<file path="src/rtl/swr_pkg.sv">
// Shared constants for the single-wire ROM command layer.
// Assumes a 125 MHz system clock and a bit-slot layer on the same clock.
package swr_pkg;

	localparam int CLK_MHZ      = 125;
	localparam int RST_LONG_US  = 690;
	localparam int RST_SHORT_US = 80;
	// Long is a least time, short a greatest, whole microseconds, so the products are exact.
	localparam int RST_LONG_CYC  = RST_LONG_US * CLK_MHZ;
	localparam int RST_SHORT_CYC = RST_SHORT_US * CLK_MHZ;

	localparam int CMD_BITS = 8;
	localparam int ID_BITS  = 64;
	localparam int IDX_W    = 6;

	localparam logic [7:0] CMD_READ_ID  = 8'h33;
	localparam logic [7:0] CMD_MATCH    = 8'h55;
	localparam logic [7:0] CMD_SEARCH   = 8'hF0;
	localparam logic [7:0] CMD_ALM_SRCH = 8'hEC;
	localparam logic [7:0] CMD_SKIP     = 8'hCC;
	localparam logic [7:0] CMD_RESUME   = 8'hA5;
	localparam logic [7:0] CMD_OD_SKIP  = 8'h3C;
	localparam logic [7:0] CMD_OD_MATCH = 8'h69;

	localparam logic [11:0] ALARM_FLAGS_OFFSET = 12'h214;
	localparam int ALM_TEMP_LO = 0;
	localparam int ALM_TEMP_HI = 1;
	localparam int ALM_HUM_LO  = 2;
	localparam int ALM_HUM_HI  = 3;
	localparam int ALM_BOR     = 4;

	localparam logic [7:0] CRC8_POLY_REV = 8'h8C;
	localparam logic [5:0] IDX_LAST      = 6'h3F;

	typedef enum logic [2:0] {
		SWR_WAIT_RST = 3'b000,
		SWR_CMD      = 3'b001,
		SWR_READ_ID  = 3'b010,
		SWR_MATCH    = 3'b011,
		SWR_SRCH_TRU = 3'b100,
		SWR_SRCH_CMP = 3'b101,
		SWR_SRCH_DIR = 3'b110,
		SWR_FUNC     = 3'b111
	} swr_state_e;

	// Reflected CRC-8 over family code and serial number, LSB first.
	function automatic logic [7:0] swr_crc8(input logic [55:0] d);
		logic [7:0] c;
		logic       fb;
		c = 8'h00;
		for (int i = 0; i < 56; i++) begin
			fb = c[0] ^ d[i];
			c = c >> 1;
			if (fb) begin
				c = c ^ CRC8_POLY_REV;
			end
		end
		return c;
	endfunction

endpackage

</file>
<file path="src/rtl/swr_id_rom.sv">
// Identity store: family code, serial number and CRC, one bit per read.
// Assumes the index is held steady for a cycle before the bit is used.
`timescale 1ns/10ps
`default_nettype none
module swr_id_rom #(
	// Arbitrary neutral identity values.
	parameter logic [7:0]  FAMILY = 8'h5A,
	parameter logic [47:0] SERIAL = 48'h000000000001
) (
	input  wire logic       sys_clk,
	input  wire logic       rst_n,
	input  wire logic [5:0] idx,
	output logic            bit_q
);

	localparam logic [63:0] ID =
		{swr_pkg::swr_crc8({SERIAL, FAMILY}), SERIAL, FAMILY};

	always_ff @(posedge sys_clk or negedge rst_n) begin
		if (!rst_n) begin
			bit_q <= 1'b0;
		end else begin
			bit_q <= ID[idx];
		end
	end

endmodule // swr_id_rom
`default_nettype wire

</file>
<file path="src/rtl/swr_cmd_rx.sv">
// Command byte receiver, least significant bit first.
// Assumes bit strobes come from same-clock slot logic.
`timescale 1ns/10ps
`default_nettype none
module swr_cmd_rx (
	input  wire logic       sys_clk,
	input  wire logic       rst_n,
	input  wire logic       clear,
	input  wire logic       bit_stb,
	input  wire logic       bit_val,
	output logic [7:0]      byte_q,
	output logic            done_q
);

	logic [2:0] cnt_q;

	always_ff @(posedge sys_clk or negedge rst_n) begin
		if (!rst_n) begin
			byte_q <= 8'h00;
			cnt_q  <= 3'h0;
			done_q <= 1'b0;
		end else begin
			done_q <= 1'b0;
			if (clear) begin
				cnt_q <= 3'h0;
			end else if (bit_stb) begin
				byte_q <= {bit_val, byte_q[7:1]};
				cnt_q  <= cnt_q + 3'h1;
				done_q <= (cnt_q == 3'h7);
			end
		end
	end

endmodule // swr_cmd_rx
`default_nettype wire

</file>
<file path="src/rtl/swr_rom_layer.sv">
// ROM command layer of a single-wire bus slave.
// Assumes a same-clock slot layer that times reset, presence and bit slots,
// and gates the pull-down request into the actual read slot window.
`timescale 1ns/10ps
`default_nettype none
module swr_rom_layer #(
	parameter logic [7:0]  FAMILY        = 8'h5A,
	parameter logic [47:0] SERIAL        = 48'h000000000001,
	parameter int          RST_CNT_W     = 17,
	parameter int          RST_LONG_CYC  = swr_pkg::RST_LONG_CYC,
	parameter int          RST_SHORT_CYC = swr_pkg::RST_SHORT_CYC
) (
	input  wire logic                 sys_clk,
	input  wire logic                 rst_n,
	input  wire logic                 rst_det,
	input  wire logic [RST_CNT_W-1:0] rst_low_cyc,
	input  wire logic                 wr_bit_stb,
	input  wire logic                 wr_bit_val,
	input  wire logic                 rd_slot_stb,
	input  wire logic [7:0]           alarm_flags,
	input  wire logic                 temp_alarm_en,
	input  wire logic                 hum_alarm_en,
	output logic                      od_line_o_q,
	output logic                      od_line_oe_q,
	output logic                      overdrive_flag_q,
	output logic                      resume_flag_q,
	output logic                      func_go_q,
	output logic                      func_active_q,
	output logic [7:0]                rom_cmd_q
);

	// The reset length counter must reach the long threshold, and a short
	// reset must be strictly shorter than a long one.
	if (RST_LONG_CYC >= (1 << RST_CNT_W) || RST_LONG_CYC < 1) begin : g_chk_l
		$error("reset length counter too narrow for long reset");
	end
	if (RST_SHORT_CYC >= RST_LONG_CYC || RST_SHORT_CYC < 1) begin : g_chk_s
		$error("short reset must be shorter than long reset");
	end
	if (RST_CNT_W < 2 || RST_CNT_W > 30) begin : g_chk_w
		$error("reset length counter width out of range");
	end
	if (swr_pkg::ID_BITS != (1 << swr_pkg::IDX_W)) begin : g_chk_i
		$error("identity index does not span the identity code");
	end
	if (swr_pkg::CMD_BITS != 8) begin : g_chk_c
		$error("command receiver is built for eight-bit commands");
	end

	localparam logic [RST_CNT_W-1:0] LONG_CNT =
		RST_CNT_W'(RST_LONG_CYC);
	localparam logic [RST_CNT_W-1:0] SHORT_CNT =
		RST_CNT_W'(RST_SHORT_CYC);

	swr_pkg::swr_state_e st_q;
	swr_pkg::swr_state_e st_d;

	logic [5:0] idx_q;
	logic       id_bit;
	logic [7:0] cmd_byte;
	logic       cmd_done;
	logic       od_match_q;
	logic       last_bit;
	logic       bit_eq;
	logic       sel_ok;
	logic       addr_cmd;
	logic       alarm_qual;
	logic       long_rst;
	logic       short_rst;
	logic       cmd_take;
	logic       id_step;

	// Alarm flags are qualified by their enables; brownout is never masked.
	function automatic logic alarm_any(input logic [7:0] f,
					   input logic t_en,
					   input logic h_en);
		logic q;
		q = f[swr_pkg::ALM_BOR];
		q = q | (t_en & (f[swr_pkg::ALM_TEMP_LO] | f[swr_pkg::ALM_TEMP_HI]));
		q = q | (h_en & (f[swr_pkg::ALM_HUM_LO] | f[swr_pkg::ALM_HUM_HI]));
		return q;
	endfunction

	swr_cmd_rx u_cmd_rx (
		.sys_clk (sys_clk),
		.rst_n   (rst_n),
		.clear   (rst_det),
		.bit_stb (wr_bit_stb && st_q == swr_pkg::SWR_CMD),
		.bit_val (wr_bit_val),
		.byte_q  (cmd_byte),
		.done_q  (cmd_done)
	);

	swr_id_rom #(
		.FAMILY (FAMILY),
		.SERIAL (SERIAL)
	) u_id_rom (
		.sys_clk (sys_clk),
		.rst_n   (rst_n),
		.idx     (idx_q),
		.bit_q   (id_bit)
	);

	assign last_bit   = (idx_q == swr_pkg::IDX_LAST);
	assign bit_eq     = (wr_bit_val == id_bit);
	assign alarm_qual = alarm_any(alarm_flags, temp_alarm_en,
				      hum_alarm_en);
	assign long_rst   = (rst_low_cyc >= LONG_CNT);
	assign short_rst  = (rst_low_cyc <= SHORT_CNT);
	assign id_step    = (st_q == swr_pkg::SWR_READ_ID && rd_slot_stb) ||
			    (st_q == swr_pkg::SWR_MATCH && wr_bit_stb) ||
			    (st_q == swr_pkg::SWR_SRCH_DIR && wr_bit_stb);

	// A command that completes together with a bus reset is dropped, so a
	// long reset can never lose to an overdrive skip decoded in its cycle.
	assign cmd_take   = cmd_done && !rst_det;

	// Commands that address a device by its code.
	assign addr_cmd = cmd_take &&
			  (cmd_byte == swr_pkg::CMD_MATCH    ||
			   cmd_byte == swr_pkg::CMD_OD_MATCH ||
			   cmd_byte == swr_pkg::CMD_SEARCH   ||
			   cmd_byte == swr_pkg::CMD_ALM_SRCH);

	// A full 64-bit selection by match or search completed.
	assign sel_ok = wr_bit_stb && bit_eq && last_bit &&
			(st_q == swr_pkg::SWR_MATCH ||
			 st_q == swr_pkg::SWR_SRCH_DIR);

	always_comb begin
		st_d = st_q;
		if (rst_det) begin
			st_d = swr_pkg::SWR_CMD;
		end else begin
			unique case (st_q)
			swr_pkg::SWR_WAIT_RST: begin
				st_d = swr_pkg::SWR_WAIT_RST;
			end
			swr_pkg::SWR_CMD: begin
				if (cmd_done) begin
					unique case (cmd_byte)
					swr_pkg::CMD_READ_ID: begin
						st_d = swr_pkg::SWR_READ_ID;
					end
					swr_pkg::CMD_MATCH,
					swr_pkg::CMD_OD_MATCH: begin
						st_d = swr_pkg::SWR_MATCH;
					end
					swr_pkg::CMD_SEARCH: begin
						st_d = swr_pkg::SWR_SRCH_TRU;
					end
					swr_pkg::CMD_ALM_SRCH: begin
						st_d = alarm_qual ? swr_pkg::SWR_SRCH_TRU
								  : swr_pkg::SWR_WAIT_RST;
					end
					swr_pkg::CMD_SKIP,
					swr_pkg::CMD_OD_SKIP: begin
						st_d = swr_pkg::SWR_FUNC;
					end
					swr_pkg::CMD_RESUME: begin
						st_d = resume_flag_q ? swr_pkg::SWR_FUNC
								     : swr_pkg::SWR_WAIT_RST;
					end
					default: begin
						st_d = swr_pkg::SWR_WAIT_RST;
					end
					endcase
				end
			end
			swr_pkg::SWR_READ_ID: begin
				if (rd_slot_stb && last_bit) begin
					st_d = swr_pkg::SWR_FUNC;
				end
			end
			swr_pkg::SWR_MATCH: begin
				if (wr_bit_stb) begin
					if (!bit_eq) begin
						st_d = swr_pkg::SWR_WAIT_RST;
					end else if (last_bit) begin
						st_d = swr_pkg::SWR_FUNC;
					end
				end
			end
			swr_pkg::SWR_SRCH_TRU: begin
				if (rd_slot_stb) begin
					st_d = swr_pkg::SWR_SRCH_CMP;
				end
			end
			swr_pkg::SWR_SRCH_CMP: begin
				if (rd_slot_stb) begin
					st_d = swr_pkg::SWR_SRCH_DIR;
				end
			end
			swr_pkg::SWR_SRCH_DIR: begin
				if (wr_bit_stb) begin
					if (!bit_eq) begin
						st_d = swr_pkg::SWR_WAIT_RST;
					end else if (last_bit) begin
						st_d = swr_pkg::SWR_FUNC;
					end else begin
						st_d = swr_pkg::SWR_SRCH_TRU;
					end
				end
			end
			swr_pkg::SWR_FUNC: begin
				st_d = swr_pkg::SWR_FUNC;
			end
			endcase
		end
	end

	always_ff @(posedge sys_clk or negedge rst_n) begin
		if (!rst_n) begin
			st_q <= swr_pkg::SWR_WAIT_RST;
		end else begin
			st_q <= st_d;
		end
	end

	// Identity bit index, walking upward from the least significant bit.
	always_ff @(posedge sys_clk or negedge rst_n) begin
		if (!rst_n) begin
			idx_q <= 6'h00;
		end else if (rst_det || cmd_done) begin
			idx_q <= 6'h00;
		end else if (id_step) begin
			idx_q <= idx_q + 6'h01;
		end
	end

	// Remember the last command, and whether it was an overdrive match.
	always_ff @(posedge sys_clk or negedge rst_n) begin
		if (!rst_n) begin
			rom_cmd_q  <= 8'h00;
			od_match_q <= 1'b0;
		end else if (cmd_take) begin
			rom_cmd_q  <= cmd_byte;
			od_match_q <= (cmd_byte == swr_pkg::CMD_OD_MATCH);
		end
	end

	// A new selection clears the flag first; success sets it again, and the
	// set is listed last so it wins if both ever meet in one cycle.
	always_ff @(posedge sys_clk or negedge rst_n) begin
		if (!rst_n) begin
			resume_flag_q <= 1'b0;
		end else begin
			if (addr_cmd) begin
				resume_flag_q <= 1'b0;
			end
			if (sel_ok) begin
				resume_flag_q <= 1'b1;
			end
		end
	end

	// Only a long reset leaves overdrive; a failed overdrive match never
	// touches the flag, so a device already fast stays fast.
	always_ff @(posedge sys_clk or negedge rst_n) begin
		if (!rst_n) begin
			overdrive_flag_q <= 1'b0;
		end else begin
			if (rst_det && long_rst) begin
				overdrive_flag_q <= 1'b0;
			end else if (rst_det && short_rst) begin
				overdrive_flag_q <= overdrive_flag_q;
			end
			if (cmd_take && cmd_byte == swr_pkg::CMD_OD_SKIP) begin
				overdrive_flag_q <= 1'b1;
			end
			if (sel_ok && od_match_q) begin
				overdrive_flag_q <= 1'b1;
			end
		end
	end

	// Hand-over to the function command layer.
	always_ff @(posedge sys_clk or negedge rst_n) begin
		if (!rst_n) begin
			func_go_q     <= 1'b0;
			func_active_q <= 1'b0;
		end else begin
			func_go_q     <= (st_d == swr_pkg::SWR_FUNC) &&
					 (st_q != swr_pkg::SWR_FUNC);
			func_active_q <= (st_d == swr_pkg::SWR_FUNC);
		end
	end

	// The line is never driven high; the enable asks for a pull-down in the
	// coming read slot. Because the identity bit is registered, the request
	// trails an index step by two cycles, far inside any slot gap.
	always_ff @(posedge sys_clk or negedge rst_n) begin
		if (!rst_n) begin
			od_line_o_q  <= 1'b0;
			od_line_oe_q <= 1'b0;
		end else begin
			od_line_o_q <= 1'b0;
			unique case (st_q)
			swr_pkg::SWR_READ_ID,
			swr_pkg::SWR_SRCH_TRU: begin
				od_line_oe_q <= ~id_bit;
			end
			swr_pkg::SWR_SRCH_CMP: begin
				od_line_oe_q <= id_bit;
			end
			swr_pkg::SWR_WAIT_RST,
			swr_pkg::SWR_CMD,
			swr_pkg::SWR_MATCH,
			swr_pkg::SWR_SRCH_DIR,
			swr_pkg::SWR_FUNC: begin
				od_line_oe_q <= 1'b0;
			end
			endcase
		end
	end

endmodule // swr_rom_layer
`default_nettype wire

</file>
<file path="config.mk">
export PLATFORM = sky130hd
export DESIGN_NAME = swr_rom_layer
export DESIGN_NICKNAME = d
export VERILOG_FILES = /design/src/rtl/swr_pkg.sv /design/src/rtl/swr_id_rom.sv /design/src/rtl/swr_cmd_rx.sv /design/src/rtl/swr_rom_layer.sv
export SDC_FILE = /design/constraint.sdc
export NUM_CORES = 1
export LEC_CHECK = 0
export ABC_CLOCK_PERIOD_IN_PS = 2900
export BUFFER_PORTS_ARGS = -buffer_cell sky130_fd_sc_hd__buf_2
export CELL_PAD_IN_SITES_DETAIL_PLACEMENT = 1
export CELL_PAD_IN_SITES_GLOBAL_PLACEMENT = 2
export CORE_MARGIN = 2
export CORE_UTILIZATION = 36
export DETAILED_ROUTE_END_ITERATION = 10
export GPL_ROUTABILITY_DRIVEN = 0
export PLACE_DENSITY = 0.89
export REMOVE_ABC_BUFFERS = 1
export SETUP_SLACK_MARGIN = 0.05
export SLEW_MARGIN = 0
export SYNTH_ARGS = -nofsm -noshare
export SYNTH_HDL_FRONTEND = slang
export SYNTH_SLANG_ARGS = --single-unit
</file>
<file path="constraint.sdc">
create_clock -name sys_clk -period 2.9 [get_ports sys_clk]
set_clock_uncertainty 0.05 [all_clocks]
set_input_delay 0.435 -clock sys_clk [delete_from_list [all_inputs] [get_ports sys_clk]]
set_output_delay 0.435 -clock sys_clk [all_outputs]
set_load 0.01 [all_outputs]
</file>
==> out/results.md <==
* finished clean — run status
* 0 — ANT nets after route
* 15.4% — area added between synthesis and finish
* 2.04 ns — CP arrival
* 2 — CTS Buffer Depth
* 27 — standard-cell row count
* 0 — Resize count post-CTS
* 66.0% — final critical-path share of the clock period
* 6250 um^2 — die footprint
* 1020 um^2 — area of the multi-input gates
* 4510 um — Detailed Route WL
* 523 MHz — highest achievable clock rate
* 0 ns — setup total negative slack
* 0.07 ns — register clock-pin slew on the reported worst setup and hold paths
* 79.1 um — width of the die
* 37.1% — effective utilization at floorplan
* u_cmd_rx.byte_q[2] — reg2reg end
* no — unrepaired setup endpoints after global routing
* 901 um^2 — FF/Latch Area
* 1.12 nW — standby leakage power
* 269 — number of nets in the finished design
* 0 — Congestion Overflow GR
* 28.7% — Switching Fraction
* 2030 um^2 — area of the mapped netlist
* 0 — Hold-fix buffers, CTS
* 2 — CTS H-tree depth
* 47.4% — max-slew headroom at the worst pin
* 47 — count of pins on the block boundary
* 0 — count of buffers added by post-CTS timing repair for setup
* 0 — antenna violations before repair
* sky130_fd_sc_hd__dfrtp_1 — ys flop type
* 350 uW — net switching power of the design
* 53.3% — share of power burned in registers
* 3 — Initial DRT Pass Iterations
* 7490 um — wire length of the first global-routing pass
* 868 uW — Internal
* 10.5 um^2 — average cell area after synthesis
* st_q[0] — startpoint of the most critical register-to-register path
* 520 nW/um^2 — total power divided by cell area
* 3320 um — HPWL reported at the end of detailed placement
* 0 — final-report hold violation count
* 0 — Final setup violation count
* 0 — max-slew violation count
* sky130_fd_sc_hd__clkbuf_8 — CTS root buffer
* 32.5% — share of layout cells above drive strength 1
* 44.4% — share of the synthesized area in the top cell type
* sky130_fd_sc_hd__dfrtp_1 — most frequently used cell type in the post-synthesis netlist
* 0 — DRC errors left
* 0.68 ns — crit-path max cell delay
* 0.168 mV — peak supply drop
* 3.02 ns — required time reported for the critical path endpoint
* 76 — Iteration-0 DRC Markers
* 36 — number of register bits inferred by synthesis
* 100% — proportion of synthesized flip-flops having asynchronous set or reset
* flop — CP Launch Type
* 52 — distinct cell type count after synthesis
* 44.4% — proportion of synthesized chip area in sequential cells
* 1.91 ns — Final min period
* 5 — number of buffers added by the clock tree synthesis step
* 36 — Sinks on Clock Net
* and3_1 -> nor2b_1 -> buf_4 -> mux2_2 — cells along the critical path
* 1584 — vias in the first global route
* 37 — pin count of the biggest net entering global routing
* in2async — Min-Delay Path Class
* sky130_fd_sc_hd__dfrtp_1 — CP max-delay cell
* sky130_fd_sc_hd__dfrtp_1, sky130_fd_sc_hd__nor2_1, sky130_fd_sc_hd__mux2_2 — list of most frequent post-synthesis cells
* 41 — Port Buffers
* 1554 — vias
* 0.99 ns — worst reg2reg setup slack
* flop — crit end category
* 79.1 um — die height
* 0 — count of synthesis-stage warnings from yosys
* sky130_fd_sc_hd__dfrtp_1, sky130_fd_sc_hd__mux2_2, sky130_fd_sc_hd__nor2_1, sky130_fd_sc_hd__ha_1, sky130_fd_sc_hd__xnor2_1 — synth top area cells
* reg2reg — critical path class
* 1.22 mW — power after layout
* 0 — antenna diode count
* 0 — EDFF count, synth
* 5.13 — DR vias/cell
* 0.29 ns — source-to-sink clock delay at the later pin of the worst-skew pair
* 5470 um^2 — Floorplan Core Area
* yes — clock tree from TritonCTS
* 14.9 um — wire per inst
* 652 — number of fillers in the final layout
* 194 — synthesized netlist cell count
* 14.9% — combinational group share of total power
* 16 — highest net fanout along the worst path
* 303 — Non-Filler Instances
* 296 — post-placement cell count
* 0.789 ns — Worst-Margin Slew
* 31.7% — part of the total power dissipated in the clock network
* 4 — worst r2r path cells
* 15.2% — global routing usage summed across all routing layers
* 0 — count of max-cap constraint violations
* sky130_fd_sc_hd__dfrtp_1 — top cell type by total area after synthesis
[how the worst max path moves through the flow]
stage                              end    start  slack (ns)
floorplan           u_cmd_rx.byte_q[7]  st_q[2]        0.97
global placement    u_cmd_rx.byte_q[6]  st_q[0]        1.02
detailed placement  u_cmd_rx.byte_q[6]  st_q[2]        1.00
CTS                 u_cmd_rx.byte_q[6]  st_q[0]        0.96
global route        u_cmd_rx.byte_q[1]  st_q[0]        0.86
finish              u_cmd_rx.byte_q[2]  st_q[0]        0.99
[metal layers]
| layer | GRT usage [%] | up-vias | share of wire, % | wire [um] |
|---|---|---|---|---|
| li1 | - | 767 | - | - |
| met1 | 19.5 | 748 | 45 | 2040 |
| met2 | 25.3 | 33 | 49 | 2190 |
| met3 | 3.64 | 6 | 4.8 | 218 |
| met4 | 4.66 | 0 | 1.3 | 57 |
| met5 | 0 | - | 0 | 0 |
[through the flow]
| stage | utilization, % | hold slack (ns) | setup WS, ns | instance area, um^2 |
|---|---|---|---|---|
| after floorplan | - | 0.0894 | 0.972 | 1940 |
| after global placement | 41.0 | 0.432 | 1.02 | 2240 |
| after detailed placement | 41.0 | 0.441 | 1.00 | 2240 |
| after CTS | 42.8 | 0.220 | 0.963 | 2340 |
| after global routing | 42.8 | 0.242 | 0.861 | 2340 |
| final | 42.8 | 0.178 | 0.986 | 2340 |
[power by group through the flow]
stage / Sequential [mW] / Clock [mW] / Combinational (mW)
floorplan: 0.624 / 0 / 0.129
global placement: 0.652 / 0 / 0.176
detailed placement: 0.655 / 0 / 0.183
CTS: 0.647 / 0.397 / 0.186
global route: 0.662 / 0.413 / 0.202
finish: 0.649 / 0.386 / 0.182
[cell type report]
type | count | area share [%]
Clock buffer | 7 | 4.12
Timing Repair Buffer | 42 | 9.09
Inverter | 5 | 0.802
Multi-Input combinational cell | 141 | 43.7
Tap cell | 72 | 3.85
Sequential cell | 36 | 38.5
[cell families after synthesis]
| family | Yosys count | share of synthesized area (%) |
|---|---|---|
| compound gates | 33 | 11.8 |
| xor+xnor | 9 | 3.88 |
| fa+ha+maj | 5 | 3.08 |
| buf+inv | 17 | 5.24 |
| flops | 36 | 44.4 |
| mux | 20 | 10.9 |
| other cells | 1 | 0.185 |
| simple gates | 73 | 20.6 |
[worst max-delay path, delay by kind of cell, from the launching register on]
| kind | cells | cell delay (ns) |
|---|---|---|
| muxes | 1 | 0.34 |
| DFF | 1 | 0.68 |
| and+or+nand+nor | 2 | 0.54 |
| buffers and inverters | 1 | 0.18 |
[state kept, by name (all words and copies together) (netlist names)]
signal	count
func_active_q	1
func_go_q	1
idx_q	6
od_line_oe_q	1
od_match_q	1
overdrive_flag_q	1
resume_flag_q	1
rom_cmd_q	8
st_q	3
u_cmd_rx.byte_q	8
u_cmd_rx.cnt_q	3
u_cmd_rx.done_q	1
u_id_rom.bit_q	1
[layout by cell type (no fill, tap or decap), types with 5 or more instances in the layout]
cell type	count
sky130_fd_sc_hd__clkbuf_8	7
sky130_fd_sc_hd__xnor2_1	7
sky130_fd_sc_hd__nor3_1	5
sky130_fd_sc_hd__nand3_1	9
sky130_fd_sc_hd__ha_1	5
sky130_fd_sc_hd__nor2_1	17
sky130_fd_sc_hd__buf_2	41
sky130_fd_sc_hd__mux2_2	16
sky130_fd_sc_hd__dfrtp_1	36
sky130_fd_sc_hd__nand2_1	13
sky130_fd_sc_hd__inv_1	5
sky130_fd_sc_hd__o21ai_0	7
(Power assumes the default switching activity.)
